--- src/pkg/sspu_regs.vh ---
`ifndef SSPU_REGS_VH
`define SSPU_REGS_VH

`define SSPU_ADDR_CTRL0 8'h00
`define SSPU_ADDR_CTRL1 8'h04
`define SSPU_ADDR_TXBUF 8'h08
`define SSPU_ADDR_RXBUF 8'h0c
`define SSPU_ADDR_IRQ_STAT 8'h10
`define SSPU_ADDR_IRQ_MASK 8'h14
`define SSPU_ADDR_AUX 8'h18
`define SSPU_ADDR_FLAGS 8'h1c
`define SSPU_ADDR_SMR4 8'h20

// channel_control_0 fields
`define SSPU_C0_POL 0
`define SSPU_C0_EXTCLK 1
`define SSPU_C0_RTS_SEL 2
`define SSPU_C0_CTS_SEL 3
`define SSPU_C0_CUTOFF 4
// channel_control_1 fields
`define SSPU_C1_TE 0
`define SSPU_C1_RE 1
`define SSPU_C1_IRS 2
`define SSPU_C1_ERE 3
`define SSPU_C1_SIM 4
// Interrupt status and mask fields
`define SSPU_IRQ_RX 0
`define SSPU_IRQ_TX 1
`define SSPU_IRQ_OVR 2
// aux_serial_control fields
`define SSPU_AUX_IDLE 0
`define SSPU_AUX_FUNC 1
`define SSPU_AUX_FLOAT 2
`define SSPU_AUX_INTCLK 3
// special_mode_control_4 fields
`define SSPU_S4_START_CONDITION_REQUEST 0
`define SSPU_S4_REPEATED_START_REQUEST 1
`define SSPU_S4_STOP_CONDITION_REQUEST 2
`define SSPU_S4_CSEL 3

`define SSPU_CTRL0_RST 5'h00
`define SSPU_CTRL1_RST 5'h00
`define SSPU_AUX_RST 4'h0
`define SSPU_SMR4_RST 4'h0

`define SSPU_CLK_NS 4
`define SSPU_INT_HALF 8'h04
`define SSPU_AUX_GLITCH_NS 10
`define SSPU_AUX_GLITCH_CYC ((`SSPU_AUX_GLITCH_NS) / (`SSPU_CLK_NS))

`endif

--- src/verilog/sspu_top.v ---
// Chosen here: the register offsets and the AHB-Lite interface to the registers.
`timescale 1ns/1ns
`include "sspu_regs.vh"
module sspu_top (
	input wire i_core_clk,
	input wire i_rst_n,
	input wire i_hsel,
	input wire [7:0] i_haddr,
	input wire [1:0] i_htrans,
	input wire i_hwrite,
	input wire [2:0] i_hsize,
	input wire [31:0] i_hwdata,
	input wire i_hready,
	output reg o_hreadyout,
	output reg [31:0] o_hrdata,
	output reg o_hresp,
	output reg o_irq,
	input wire i_transfer_clock_pin,
	output reg o_transfer_clock_pin,
	output reg o_transfer_clock_pin_oe,
	input wire i_serial_data_in_pin,
	output reg o_serial_data_out_pin,
	input wire i_clear_to_send_in_n,
	output reg o_request_to_send_out_n,
	output reg o_request_to_send_out_oe,
	input wire i_nmi_n,
	output wire o_aux_serial_out_pin,
	output wire o_aux_serial_out_pin_oe
);
	localparam ST_IDLE = 2'b01;
	localparam ST_SHIFT = 2'b10;

	wire clk_s;
	wire rxd_s;
	wire cts_n_s;
	wire nmi_n_s;

	reg [4:0] channel_control_0;
	reg [4:0] channel_control_1;
	reg [3:0] aux_serial_control;
	reg [3:0] special_mode_control_4;
	reg [7:0] transmit_buffer;
	reg transmit_buffer_empty;
	reg [7:0] receive_buffer;
	reg receive_buffer_full;
	reg overrun_flag;
	reg [2:0] irq_stat;
	reg [2:0] irq_mask;

	reg ap_valid;
	reg ap_write;
	reg [7:0] ap_addr;

	reg [1:0] state;
	reg [7:0] tx_sh;
	reg [7:0] rx_sh;
	reg [3:0] bit_cnt;
	reg rx_active;
	reg int_clk;
	reg [7:0] div_cnt;
	reg clk_prev;
	reg sim_done;
	reg shift_seen;

	wire pol;
	wire ext_clk;
	wire idle_lvl;
	wire clk_now;
	wire lead_edge;
	wire trail_edge;
	wire clk_idle;
	wire cts_ok;
	wire tx_start;
	wire cutoff;
	wire wr_cyc;
	wire rd_rx;
	wire word_done;
	wire [2:0] set_ev;
	wire [2:0] clr_ev;
	wire [4:0] flags;
	wire [7:0] rx_word;
	reg [31:0] next_rdata;
	reg start_ok;
	reg rx_ready;
	reg [2:0] next_irq_stat;

	sspu_sync #(
		.W(4)
	) u_sync (
		.i_core_clk(i_core_clk),
		.i_rst_n(i_rst_n),
		.i_async({i_nmi_n, i_clear_to_send_in_n, i_serial_data_in_pin, i_transfer_clock_pin}),
		.o_sync({nmi_n_s, cts_n_s, rxd_s, clk_s})
	);

	sspu_aux u_aux (
		.i_core_clk(i_core_clk),
		.i_rst_n(i_rst_n),
		.i_ctrl(aux_serial_control),
		.o_sout(o_aux_serial_out_pin),
		.o_sout_oe(o_aux_serial_out_pin_oe)
	);

	assign pol = channel_control_0[`SSPU_C0_POL];
	assign ext_clk = channel_control_0[`SSPU_C0_EXTCLK];
	// Idle level is high for polarity 0 and low for polarity 1
	assign idle_lvl = ~pol;
	assign clk_now = ext_clk ? clk_s : int_clk;
	// Leading edge leaves the idle level and drives data; trailing edge returns and samples
	assign lead_edge = (clk_prev == idle_lvl) && (clk_now != idle_lvl);
	assign trail_edge = (clk_prev != idle_lvl) && (clk_now == idle_lvl);
	assign clk_idle = ~ext_clk | (clk_s == idle_lvl);
	assign cts_ok = ~channel_control_0[`SSPU_C0_CTS_SEL] | ~cts_n_s;
	assign tx_start = (state == ST_IDLE) && start_ok;
	assign cutoff = channel_control_0[`SSPU_C0_CUTOFF] & ~nmi_n_s;
	assign wr_cyc = ap_valid & ap_write;
	assign rd_rx = ap_valid & ~ap_write & (ap_addr == `SSPU_ADDR_RXBUF);
	assign word_done = (state == ST_SHIFT) && trail_edge && (bit_cnt == 4'h7);
	assign rx_word = {rxd_s, rx_sh[7:1]};
	// Live status for polling; send-request reads as active while the pin is pulled low
	assign flags = {~o_request_to_send_out_n, state == ST_SHIFT, overrun_flag, receive_buffer_full,
		transmit_buffer_empty};

	// Event inputs of the sticky status bits
	assign set_ev[`SSPU_IRQ_RX] = word_done & rx_active & ~receive_buffer_full;
	assign set_ev[`SSPU_IRQ_OVR] = word_done & rx_active & receive_buffer_full;
	assign set_ev[`SSPU_IRQ_TX] = (channel_control_1[`SSPU_C1_IRS] ? word_done : tx_start)
		| (channel_control_1[`SSPU_C1_SIM] & channel_control_1[`SSPU_C1_IRS]
		& channel_control_1[`SSPU_C1_ERE] & ~sim_done);
	assign clr_ev = (wr_cyc && ap_addr == `SSPU_ADDR_IRQ_STAT) ? i_hwdata[2:0] : 3'h0;

	// Every start condition alone holds the word back; reception shares them with transmission
	always @* begin
		start_ok = channel_control_1[`SSPU_C1_TE];
		if (transmit_buffer_empty) begin
			start_ok = 1'b0;
		end
		if (!cts_ok) begin
			start_ok = 1'b0;
		end
		if (!clk_idle) begin
			start_ok = 1'b0;
		end
	end

	// Receiver readiness for the send-request pin: from a buffered word until the peer clocks
	always @* begin
		rx_ready = 1'b0;
		if (ext_clk && channel_control_1[`SSPU_C1_RE] && channel_control_1[`SSPU_C1_TE]
			&& !receive_buffer_full) begin
			case (state)
			ST_IDLE: begin
				rx_ready = !transmit_buffer_empty;
			end
			ST_SHIFT: begin
				// A launched word still waits for the peer; its first leading edge starts reception
				rx_ready = !shift_seen && !lead_edge;
			end
			default: begin
				rx_ready = 1'b0;
			end
			endcase
		end
	end

	// Set wins over a write-one clear in the same cycle
	always @* begin
		next_irq_stat = (irq_stat & ~clr_ev) | set_ev;
	end

	// AHB-Lite slave: one wait state on every transfer so read data leave a flip-flop
	always @(posedge i_core_clk) begin
		if (!i_rst_n) begin
			ap_valid <= 1'b0;
			ap_write <= 1'b0;
			ap_addr <= 8'h00;
			o_hreadyout <= 1'b1;
			o_hrdata <= 32'h0000_0000;
			o_hresp <= 1'b0;
		end else begin
			o_hresp <= 1'b0;
			if (ap_valid) begin
				ap_valid <= 1'b0;
				o_hreadyout <= 1'b1;
				o_hrdata <= ap_write ? 32'h0000_0000 : next_rdata;
			end else if (i_hsel && i_htrans[1] && i_hready) begin
				ap_valid <= 1'b1;
				ap_write <= i_hwrite;
				ap_addr <= {i_haddr[7:2], 2'b00};
				o_hreadyout <= 1'b0;
			end
		end
	end

	always @* begin
		next_rdata = 32'h0000_0000;
		case (ap_addr)
		`SSPU_ADDR_CTRL0: next_rdata[4:0] = channel_control_0;
		`SSPU_ADDR_CTRL1: next_rdata[4:0] = channel_control_1;
		`SSPU_ADDR_TXBUF: next_rdata[7:0] = transmit_buffer;
		`SSPU_ADDR_RXBUF: next_rdata[8:0] = {overrun_flag, receive_buffer};
		`SSPU_ADDR_IRQ_STAT: next_rdata[2:0] = irq_stat;
		`SSPU_ADDR_IRQ_MASK: next_rdata[2:0] = irq_mask;
		`SSPU_ADDR_AUX: next_rdata[3:0] = aux_serial_control;
		`SSPU_ADDR_FLAGS: next_rdata[4:0] = flags;
		`SSPU_ADDR_SMR4: next_rdata[3:0] = special_mode_control_4;
		default: next_rdata = 32'h0000_0000;
		endcase
	end

	// Control registers and interrupt bookkeeping
	always @(posedge i_core_clk) begin
		if (!i_rst_n) begin
			channel_control_0 <= `SSPU_CTRL0_RST;
			channel_control_1 <= `SSPU_CTRL1_RST;
			aux_serial_control <= `SSPU_AUX_RST;
			special_mode_control_4 <= `SSPU_SMR4_RST;
			irq_mask <= 3'h0;
			irq_stat <= 3'h0;
			o_irq <= 1'b0;
			sim_done <= 1'b0;
		end else begin
			if (wr_cyc) begin
				case (ap_addr)
				`SSPU_ADDR_CTRL0: channel_control_0 <= i_hwdata[4:0];
				`SSPU_ADDR_CTRL1: channel_control_1 <= i_hwdata[4:0];
				`SSPU_ADDR_IRQ_MASK: irq_mask <= i_hwdata[2:0];
				`SSPU_ADDR_AUX: aux_serial_control <= i_hwdata[3:0];
				// Request bits are stored as written; software keeps to the setup sequence
				`SSPU_ADDR_SMR4: special_mode_control_4 <= i_hwdata[3:0];
				default: ;
				endcase
			end
			irq_stat <= next_irq_stat;
			o_irq <= |(next_irq_stat & irq_mask);
			// The reset quirk fires once; later toggles of the bits do not repeat it
			if (channel_control_1[`SSPU_C1_SIM] & channel_control_1[`SSPU_C1_IRS]
				& channel_control_1[`SSPU_C1_ERE]) begin
				sim_done <= 1'b1;
			end
		end
	end

	// Buffers and shift engine
	always @(posedge i_core_clk) begin
		if (!i_rst_n) begin
			transmit_buffer <= 8'h00;
			transmit_buffer_empty <= 1'b1;
			receive_buffer <= 8'h00;
			receive_buffer_full <= 1'b0;
			overrun_flag <= 1'b0;
			state <= ST_IDLE;
			tx_sh <= 8'h00;
			rx_sh <= 8'h00;
			bit_cnt <= 4'h0;
			rx_active <= 1'b0;
			shift_seen <= 1'b0;
			int_clk <= 1'b1;
			div_cnt <= 8'h00;
			clk_prev <= 1'b1;
			o_serial_data_out_pin <= 1'b1;
		end else begin
			clk_prev <= clk_now;
			if (wr_cyc && ap_addr == `SSPU_ADDR_TXBUF) begin
				transmit_buffer <= i_hwdata[7:0];
				transmit_buffer_empty <= 1'b0;
			end else if (tx_start) begin
				transmit_buffer_empty <= 1'b1;
			end
			// Overrun set wins over the clear by reading the receive buffer
			if (set_ev[`SSPU_IRQ_OVR]) begin
				overrun_flag <= 1'b1;
			end else if (rd_rx) begin
				overrun_flag <= 1'b0;
			end
			if (set_ev[`SSPU_IRQ_RX]) begin
				receive_buffer <= rx_word;
				receive_buffer_full <= 1'b1;
			end else if (set_ev[`SSPU_IRQ_OVR]) begin
				// Content is undefined after an overrun; the late word is kept
				receive_buffer <= rx_word;
			end else if (rd_rx) begin
				receive_buffer_full <= 1'b0;
			end
			case (state)
			ST_IDLE: begin
				int_clk <= idle_lvl;
				div_cnt <= 8'h00;
				if (tx_start) begin
					// Transmitter runs for reception too; the buffer word is the dummy data
					tx_sh <= transmit_buffer;
					rx_active <= channel_control_1[`SSPU_C1_RE];
					shift_seen <= 1'b0;
					bit_cnt <= 4'h0;
					state <= ST_SHIFT;
				end
			end
			ST_SHIFT: begin
				// Internal clock free-runs only inside a word; external shifts wait on peer edges
				if (!ext_clk) begin
					if (div_cnt == `SSPU_INT_HALF - 8'h01) begin
						div_cnt <= 8'h00;
						int_clk <= ~int_clk;
					end else begin
						div_cnt <= div_cnt + 8'h01;
					end
				end
				if (lead_edge) begin
					o_serial_data_out_pin <= tx_sh[0];
					// First leading edge marks the start of reception for the send-request pin
					shift_seen <= 1'b1;
				end
				if (trail_edge) begin
					rx_sh <= {rxd_s, rx_sh[7:1]};
					tx_sh <= {1'b1, tx_sh[7:1]};
					if (bit_cnt == 4'h7) begin
						state <= ST_IDLE;
						int_clk <= idle_lvl;
					end else begin
						bit_cnt <= bit_cnt + 4'h1;
					end
				end
			end
			default: state <= ST_IDLE;
			endcase
		end
	end

	// Pin drivers
	always @(posedge i_core_clk) begin
		if (!i_rst_n) begin
			o_transfer_clock_pin <= 1'b1;
			o_transfer_clock_pin_oe <= 1'b0;
			o_request_to_send_out_n <= 1'b1;
			o_request_to_send_out_oe <= 1'b0;
		end else begin
			o_transfer_clock_pin <= int_clk;
			o_transfer_clock_pin_oe <= ~ext_clk & ~cutoff;
			// Send-request only acts with an external clock; otherwise the pin stays released
			o_request_to_send_out_oe <= channel_control_0[`SSPU_C0_RTS_SEL] & ext_clk & ~cutoff;
			o_request_to_send_out_n <= ~rx_ready;
		end
	end
endmodule // sspu_top

--- src/verilog/sspu_sync.v ---
`timescale 1ns/1ns
module sspu_sync #(
	parameter W = 1
) (
	input wire i_core_clk,
	input wire i_rst_n,
	input wire [W-1:0] i_async,
	output wire [W-1:0] o_sync
);
	reg [W-1:0] stage1;
	reg [W-1:0] stage2;
	genvar g;
	generate
		for (g = 0; g < W; g = g + 1) begin : g_bit
			always @(posedge i_core_clk) begin
				if (!i_rst_n) begin
					stage1[g] <= 1'b0;
					stage2[g] <= 1'b0;
				end else begin
					stage1[g] <= i_async[g];
					stage2[g] <= stage1[g];
				end
			end
		end
	endgenerate
	assign o_sync = stage2;
endmodule // sspu_sync

--- src/verilog/sspu_aux.v ---
`timescale 1ns/1ns
`include "sspu_regs.vh"
module sspu_aux (
	input wire i_core_clk,
	input wire i_rst_n,
	input wire [3:0] i_ctrl,
	output reg o_sout,
	output reg o_sout_oe
);
	localparam [31:0] GLITCH_CYC = `SSPU_AUX_GLITCH_CYC;
	reg func_prev;
	reg [2:0] cnt;
	wire arm;
	// Only the port-to-serial switch with driven output and internal clock shows the level
	assign arm = i_ctrl[`SSPU_AUX_FUNC] & ~func_prev & ~i_ctrl[`SSPU_AUX_FLOAT] & i_ctrl[`SSPU_AUX_INTCLK];
	always @(posedge i_core_clk) begin
		if (!i_rst_n) begin
			func_prev <= 1'b0;
			cnt <= 3'h0;
			o_sout <= 1'b0;
			o_sout_oe <= 1'b0;
		end else begin
			func_prev <= i_ctrl[`SSPU_AUX_FUNC];
			o_sout <= i_ctrl[`SSPU_AUX_IDLE];
			if (arm) begin
				cnt <= GLITCH_CYC[2:0];
				o_sout_oe <= 1'b1;
			end else if (cnt > 3'h1) begin
				cnt <= cnt - 3'h1;
			end else begin
				cnt <= 3'h0;
				o_sout_oe <= 1'b0;
			end
		end
	end
endmodule // sspu_aux

--- config.mk ---
export PLATFORM = sky130hd
export DESIGN_NAME = sspu_top
export DESIGN_NICKNAME = d
export VERILOG_FILES = /design/src/verilog/sspu_top.v /design/src/verilog/sspu_sync.v /design/src/verilog/sspu_aux.v
export VERILOG_INCLUDE_DIRS = /design/src /design/src/pkg
export SDC_FILE = /design/constraint.sdc
export NUM_CORES = 1
export LEC_CHECK = 0
export BUFFER_PORTS_ARGS = -buffer_cell sky130_fd_sc_hd__buf_4
export CAP_MARGIN = 20
export CORE_MARGIN = 2
export CORE_UTILIZATION = 48
export CTS_BUF_LIST = sky130_fd_sc_hd__clkbuf_4
export CTS_CLUSTER_SIZE = 30
export DETAILED_ROUTE_END_ITERATION = 8
export PLACE_DENSITY = 0.75
export SYNTH_ARGS = -nofsm -noshare
export SYNTH_HDL_FRONTEND = slang
export SYNTH_HIERARCHICAL = 1
export SYNTH_SLANG_ARGS = --single-unit
export TNS_END_PERCENT = 1
--- constraint.sdc ---
create_clock -name i_core_clk -period 4.5 [get_ports i_core_clk]
set_clock_uncertainty 0.2 [all_clocks]
set_input_delay 0.45 -clock i_core_clk [delete_from_list [all_inputs] [get_ports i_core_clk]]
set_output_delay 0.45 -clock i_core_clk [all_outputs]
set_load 0.02 [all_outputs]
* Word-level counts from Yosys, hierarchy flattened
Index checks and enable logic that the tools add are counted.
Word-level totals: register bits after elaboration 139, input port bits 54, output and inout port bits 42, word-level logic and storage cells 204
Cells by class: add/sub/neg operators 3, magnitude comparators 1, equal/unequal tests 25, multiplexer cells 49, bitwise logic cells 40, reductions and logical operators 41
Operator list (number):
- 2-to-1 mux 8 bit | 6
- one-hot mux 8 bit (2 select lines) | 2
- one-hot mux 3 bit (9 select lines) | 1
- == test 6 x 3 -> 1 bit (second input constant) | 4
- 2-to-1 mux 1 bit | 22
- AND reduction 2 bit | 11
- inverter 1 bit | 17
- bitwise AND 1 bit | 16
- logical AND 1 bit | 13
- == test 6 x 2 -> 1 bit (second input constant) | 2
- 2-to-1 mux 4 bit | 3
- inequality test 2 bit (second input constant) | 6
- 2-to-1 mux 2 bit | 5
- nonzero test 2 bit | 5
- 2-to-1 mux 9 bit | 1
- AND reduction 3 bit | 3
- adder 8 x 1 -> 8 bit (second input constant) | 1
- == test 8 x 2 -> 1 bit (second input constant) | 1
- zero test 8 bit | 1
- one-hot mux 4 bit (2 select lines) | 1
- one-hot mux 1 bit (7 select lines) | 1
- bitwise AND 3 bit | 2
- == test 6 x 1 -> 1 bit (second input constant) | 1
- == test 6 x 4 -> 1 bit (second input constant) | 1
- other kinds (21) | 33

* Longest topological paths before layout
depth in word-level cells 10, mapped depth 9, gate-level depth less buffers 7

* Cells and area by module
The synthesis kept the hierarchy.
By module, submodules not included:
- sspu_top | times used 1, cells an instance 524, area each 4998.5 um^2, seq. area each 2021.9 um^2
- sspu_aux | times used 1, cells an instance 22, area each 237.7 um^2, seq. area each 120.1 um^2
- sspu_sync | times used 1, cells an instance 16, area each 210.2 um^2, seq. area each 160.2 um^2

* Worst setup path after synthesis
Ideal clock, no wire load.
path type register to register, from register state[0], to register receive_buffer[1], setup time 0.116 ns, arrival 1.829 ns, required time 4.184 ns, slack 2.355 ns, cell stages (with the launch flop) 9, path buffers 1, period minus slack after synthesis 2.145 ns, cells stage by stage dfxtp_1 -> inv_1 -> ha_1 -> or3b_4 -> mux2i_4 -> and3_4 -> buf_12 -> mux2i_1 -> nor2b_1
On the way: word-level cells in the longest chain between the ends 6, elaborated cells on any way between the ends 8, those cells by class eq/ne (1); mux (1); bitwise (3); reduce/logical (3)
RTL lines:
- from (decl) | RTL line sspu_top.v:54 | reg [1:0] state;
- from (signal assigned) | RTL line sspu_top.v:252 | state <= ST_IDLE;
- from (signal assigned) | RTL line sspu_top.v:295 | state <= ST_SHIFT;
- from (signal assigned) | RTL line sspu_top.v:317 | state <= ST_IDLE;
- == test 2 bit *
- via flags[3] | RTL line sspu_top.v:80 | wire [4:0] flags;
- logical AND 1 bit * (2 in series) | RTL line sspu_top.v:118 | assign word_done = (state == ST_SHIFT) && trail_edge && (bit_cnt == 4'h7);
- bitwise AND 1 bit * | RTL line sspu_top.v:125, sspu_top.v:126
- bitwise AND 1 bit (on tied branches) | RTL line sspu_top.v:125, sspu_top.v:126
- 2-to-1 mux 8 bit / nonzero test 2 bit (equally long branches)
- to (signal assigned) | RTL line sspu_top.v:277 | receive_buffer <= rx_word;
- to (signal assigned) | RTL line sspu_top.v:281 | receive_buffer <= rx_word;
- to (decl) | RTL line sspu_top.v:44 | reg [7:0] receive_buffer;
Mark *: on every way through the listed nets, which the timed path passes. The rest lies on a longest branch. A chain may end at the register's enable or synchronous reset.

* Worst setup path in the final report
from register state[0], to register receive_buffer[4]
Same word-level chain as after synthesis.

==> reports/results.tsv <==
metric	value	unit
drtPass1Iterations	7	
synthTopCellsByArea	dfxtp_1, mux2i_1, nor2b_1, buf_4, nand2_1	
cts_setup_buffers	0	
critPathMaxFanout	21	
multi_input_area	2860	sq um
path_buf_inv	1	
grt_pass1_vias	3978	
dieWidth	111	microns
die_y	111	microns
postRouteAntennaNets	0	
area_growth	12.7	%
cts_tree	built	
drv_cap	0	
synth_edf_count	0	
grt_pass1_wl	19500	microns
nets	671	
finalSetupViolCount	0	
num_vias	4185	
ctsHoldBuffers	14	
crit_type	register to register	
synth_area_leader_cell	dfxtp_1	
regArea	2300	sq um
viasPerCell	5.48	
slew_viol_final	0	
syn_area	5450	sq um
start_kind	register	
required	4700	ps
fmax	335	MHz
cts_inserted_buffers	17	
post-place-ws	1520	ps
yosysTopAreaCellShare	42.3	%
relSlewSlack	39.2	%
drive_gt1_share	16.2	%
die_area	12200	sq um
num_antenna_cells	0	
setup_ws	1520	ps
initial_utilization	49.8	%
wl_per_cell	15.4	microns
async_flop_share	0	%
ys.flop_type	dfxtp_1	
worstMarginPinSlew	911	ps
p_total	0.00214	W
critical-path-max-stage-delay	750	ps
track_usage	19.5	%
post_cts_resized	0	
ys_seq_area_share	42.3	%
drtIter0Drc	266	
fin_crit_sh	66.3	%
core_region_area	10900	sq um
outcome	completed	
synthTopCellsByCount	dfxtp_1, nor2b_1, mux2i_1	
cp.arrival	3180	ps
min_period	2980	ps
cpMaxStageDelayCell	ha_1	
synth_cell_types	73	
leakagePower	2.27	nW
wl	11700	microns
gp_congestion	0.880	
io_pins	96	
hp-class	input port to register	
cts_sinks	115	
synth_cells	562	
cts_buffer_depth	2	
crit_chain	inv_1 > ha_1 > or3b_4 > mux2i_4 > and3_4 > mux2i_1 > nor2b_1	
path_clk_slew	100	ps
drcViolationCount	0	
io_buffers	41	
end_kind	register	
syn_area_per_cell	9.69	sq um
yosys_warnings	6	
overflow	0	
hold_viol_final	0	
grt_max_degree	86	
setup_tns	0	ps
fillers	982	
hold_ws	57.0	ps
antenna_found_initial	0	
h-tree-depth	4	
p_per_area	349	nW/um^2
ys_ff_latch	115	
dp_hpwl	8270	microns
clock-root-buffer	clkbuf_4	
synth_most_common_cell	dfxtp_1	
rsz0062_at_grt	no	
num_rows	38	
peakVddDrop	0.236	mV
clock_latency	520	ps
critPathTopFamily	simple AND/OR/NAND/NOR gates	
==> worst min-delay path: cells and delay by family <==
family | cells | cell delay [ps]
mux | 1 | 70
simple gates | 1 | 90
buf+inv | 1 | 110
==> kinds of logic (layout without fill, tap and decap cells) <==
family | count (synthesis) | count (layout) | synth area share (%)
flops | 115 | 115 | 42.3
simple gates | 206 | 206 | 22.1
other cells | 1 | 24 | 0.0689
mux | 67 | 67 | 13.4
buf+inv | 64 | 103 | 6.73
fa+ha+maj | 6 | 6 | 1.38
xor+xnor | 2 | 2 | 0.322
compound gates | 101 | 101 | 13.8
==> cells in the final DEF (no fill, tap or decap), types with 3 or more instances in the layout <==
cell type and instances:
a21boi_0 13, a21o_1 3, a21oi_1 11, a222oi_1 3
a22oi_1 6, a31oi_1 3, a32o_1 3, a41oi_1 3
and2_1 14, and3_1 4, buf_4 42, clkbuf_4 20
clkinv_2 3, clkinvlp_4 3, conb_1 24, dfxtp_1 115
dlygate4sd3_1 14, ha_1 6, inv_1 14, mux2_2 7
mux2i_1 56, nand2_1 44, nand2b_1 8, nand3_1 8
nand3b_1 3, nand4_1 4, nor2_1 17, nor2b_1 64
nor3_1 13, nor3b_1 8, o2111ai_1 3, o211a_1 7
o21ai_0 19, o22ai_1 3, or3_1 3
==> through the flow <==
stage / cells / util [%] / area (sq um)
finish: 764 / 56.1 / 6140
global route: 764 / 56.1 / 6140
CTS: 764 / 56.1 / 6140
detailed placement: 718 / 52.2 / 5710
global placement: 718 / 52.2 / 5710
floorplan: 585 / - / 5530
==> report_power, final <==
group / switching, W / internal, W
Combinational: 0.000189 / 0.000124
Clock: 0.000405 / 0.000350
Sequential: 0.0000294 / 0.00105
Total: 0.000624 / 0.00152
==> worst paths after layout <==
| check | startpoint | endpoint | slack, ps | cells after the start |
|---|---|---|---|---|
| max | state[0] | receive_buffer[4] | 1520 | 7 |
| min | i_hwdata[4] | transmit_buffer[4] | 60 | 3 |
| max reg2reg | state[0] | receive_buffer[4] | 1520 | 7 |
| min reg2reg | u_sync/stage1[2] | u_sync/o_sync[2] | 240 | 1 |
==> layer usage <==
| layer | global-route usage [%] | vias up | share of wire [%] |
|---|---|---|---|
| met5 | 0 | - | 0 |
| met4 | 7.33 | 0 | 1.2 |
| met3 | 3.84 | 15 | 5.4 |
| met2 | 32.6 | 129 | 49 |
| met1 | 24.9 | 1989 | 45 |
| li1 | - | 2052 | - |
==> cell type report <==
class | instances | area share [%]
clock buffer | 20 | 2.45
clock inverter | 12 | 2.16
inverter | 15 | 0.918
multi-input combinational | 406 | 46.7
sequential | 115 | 37.5
tap | 140 | 2.85
timing repair buffer | 56 | 7.42
==> sequential cells by signal (all words and copies together), names as in the netlist, 4 cells and up <==
signal / count
o_hrdata: 9
div_cnt: 8
receive_buffer: 8
transmit_buffer: 8
tx_sh: 8
rx_sh: 7
ap_addr: 6
channel_control_0: 5
channel_control_1: 5
aux_serial_control: 4
bit_cnt: 4
special_mode_control_4: 4
u_sync/o_sync: 4
u_sync/stage1: 4
Note: power is estimated with default switching activity, not from simulation.
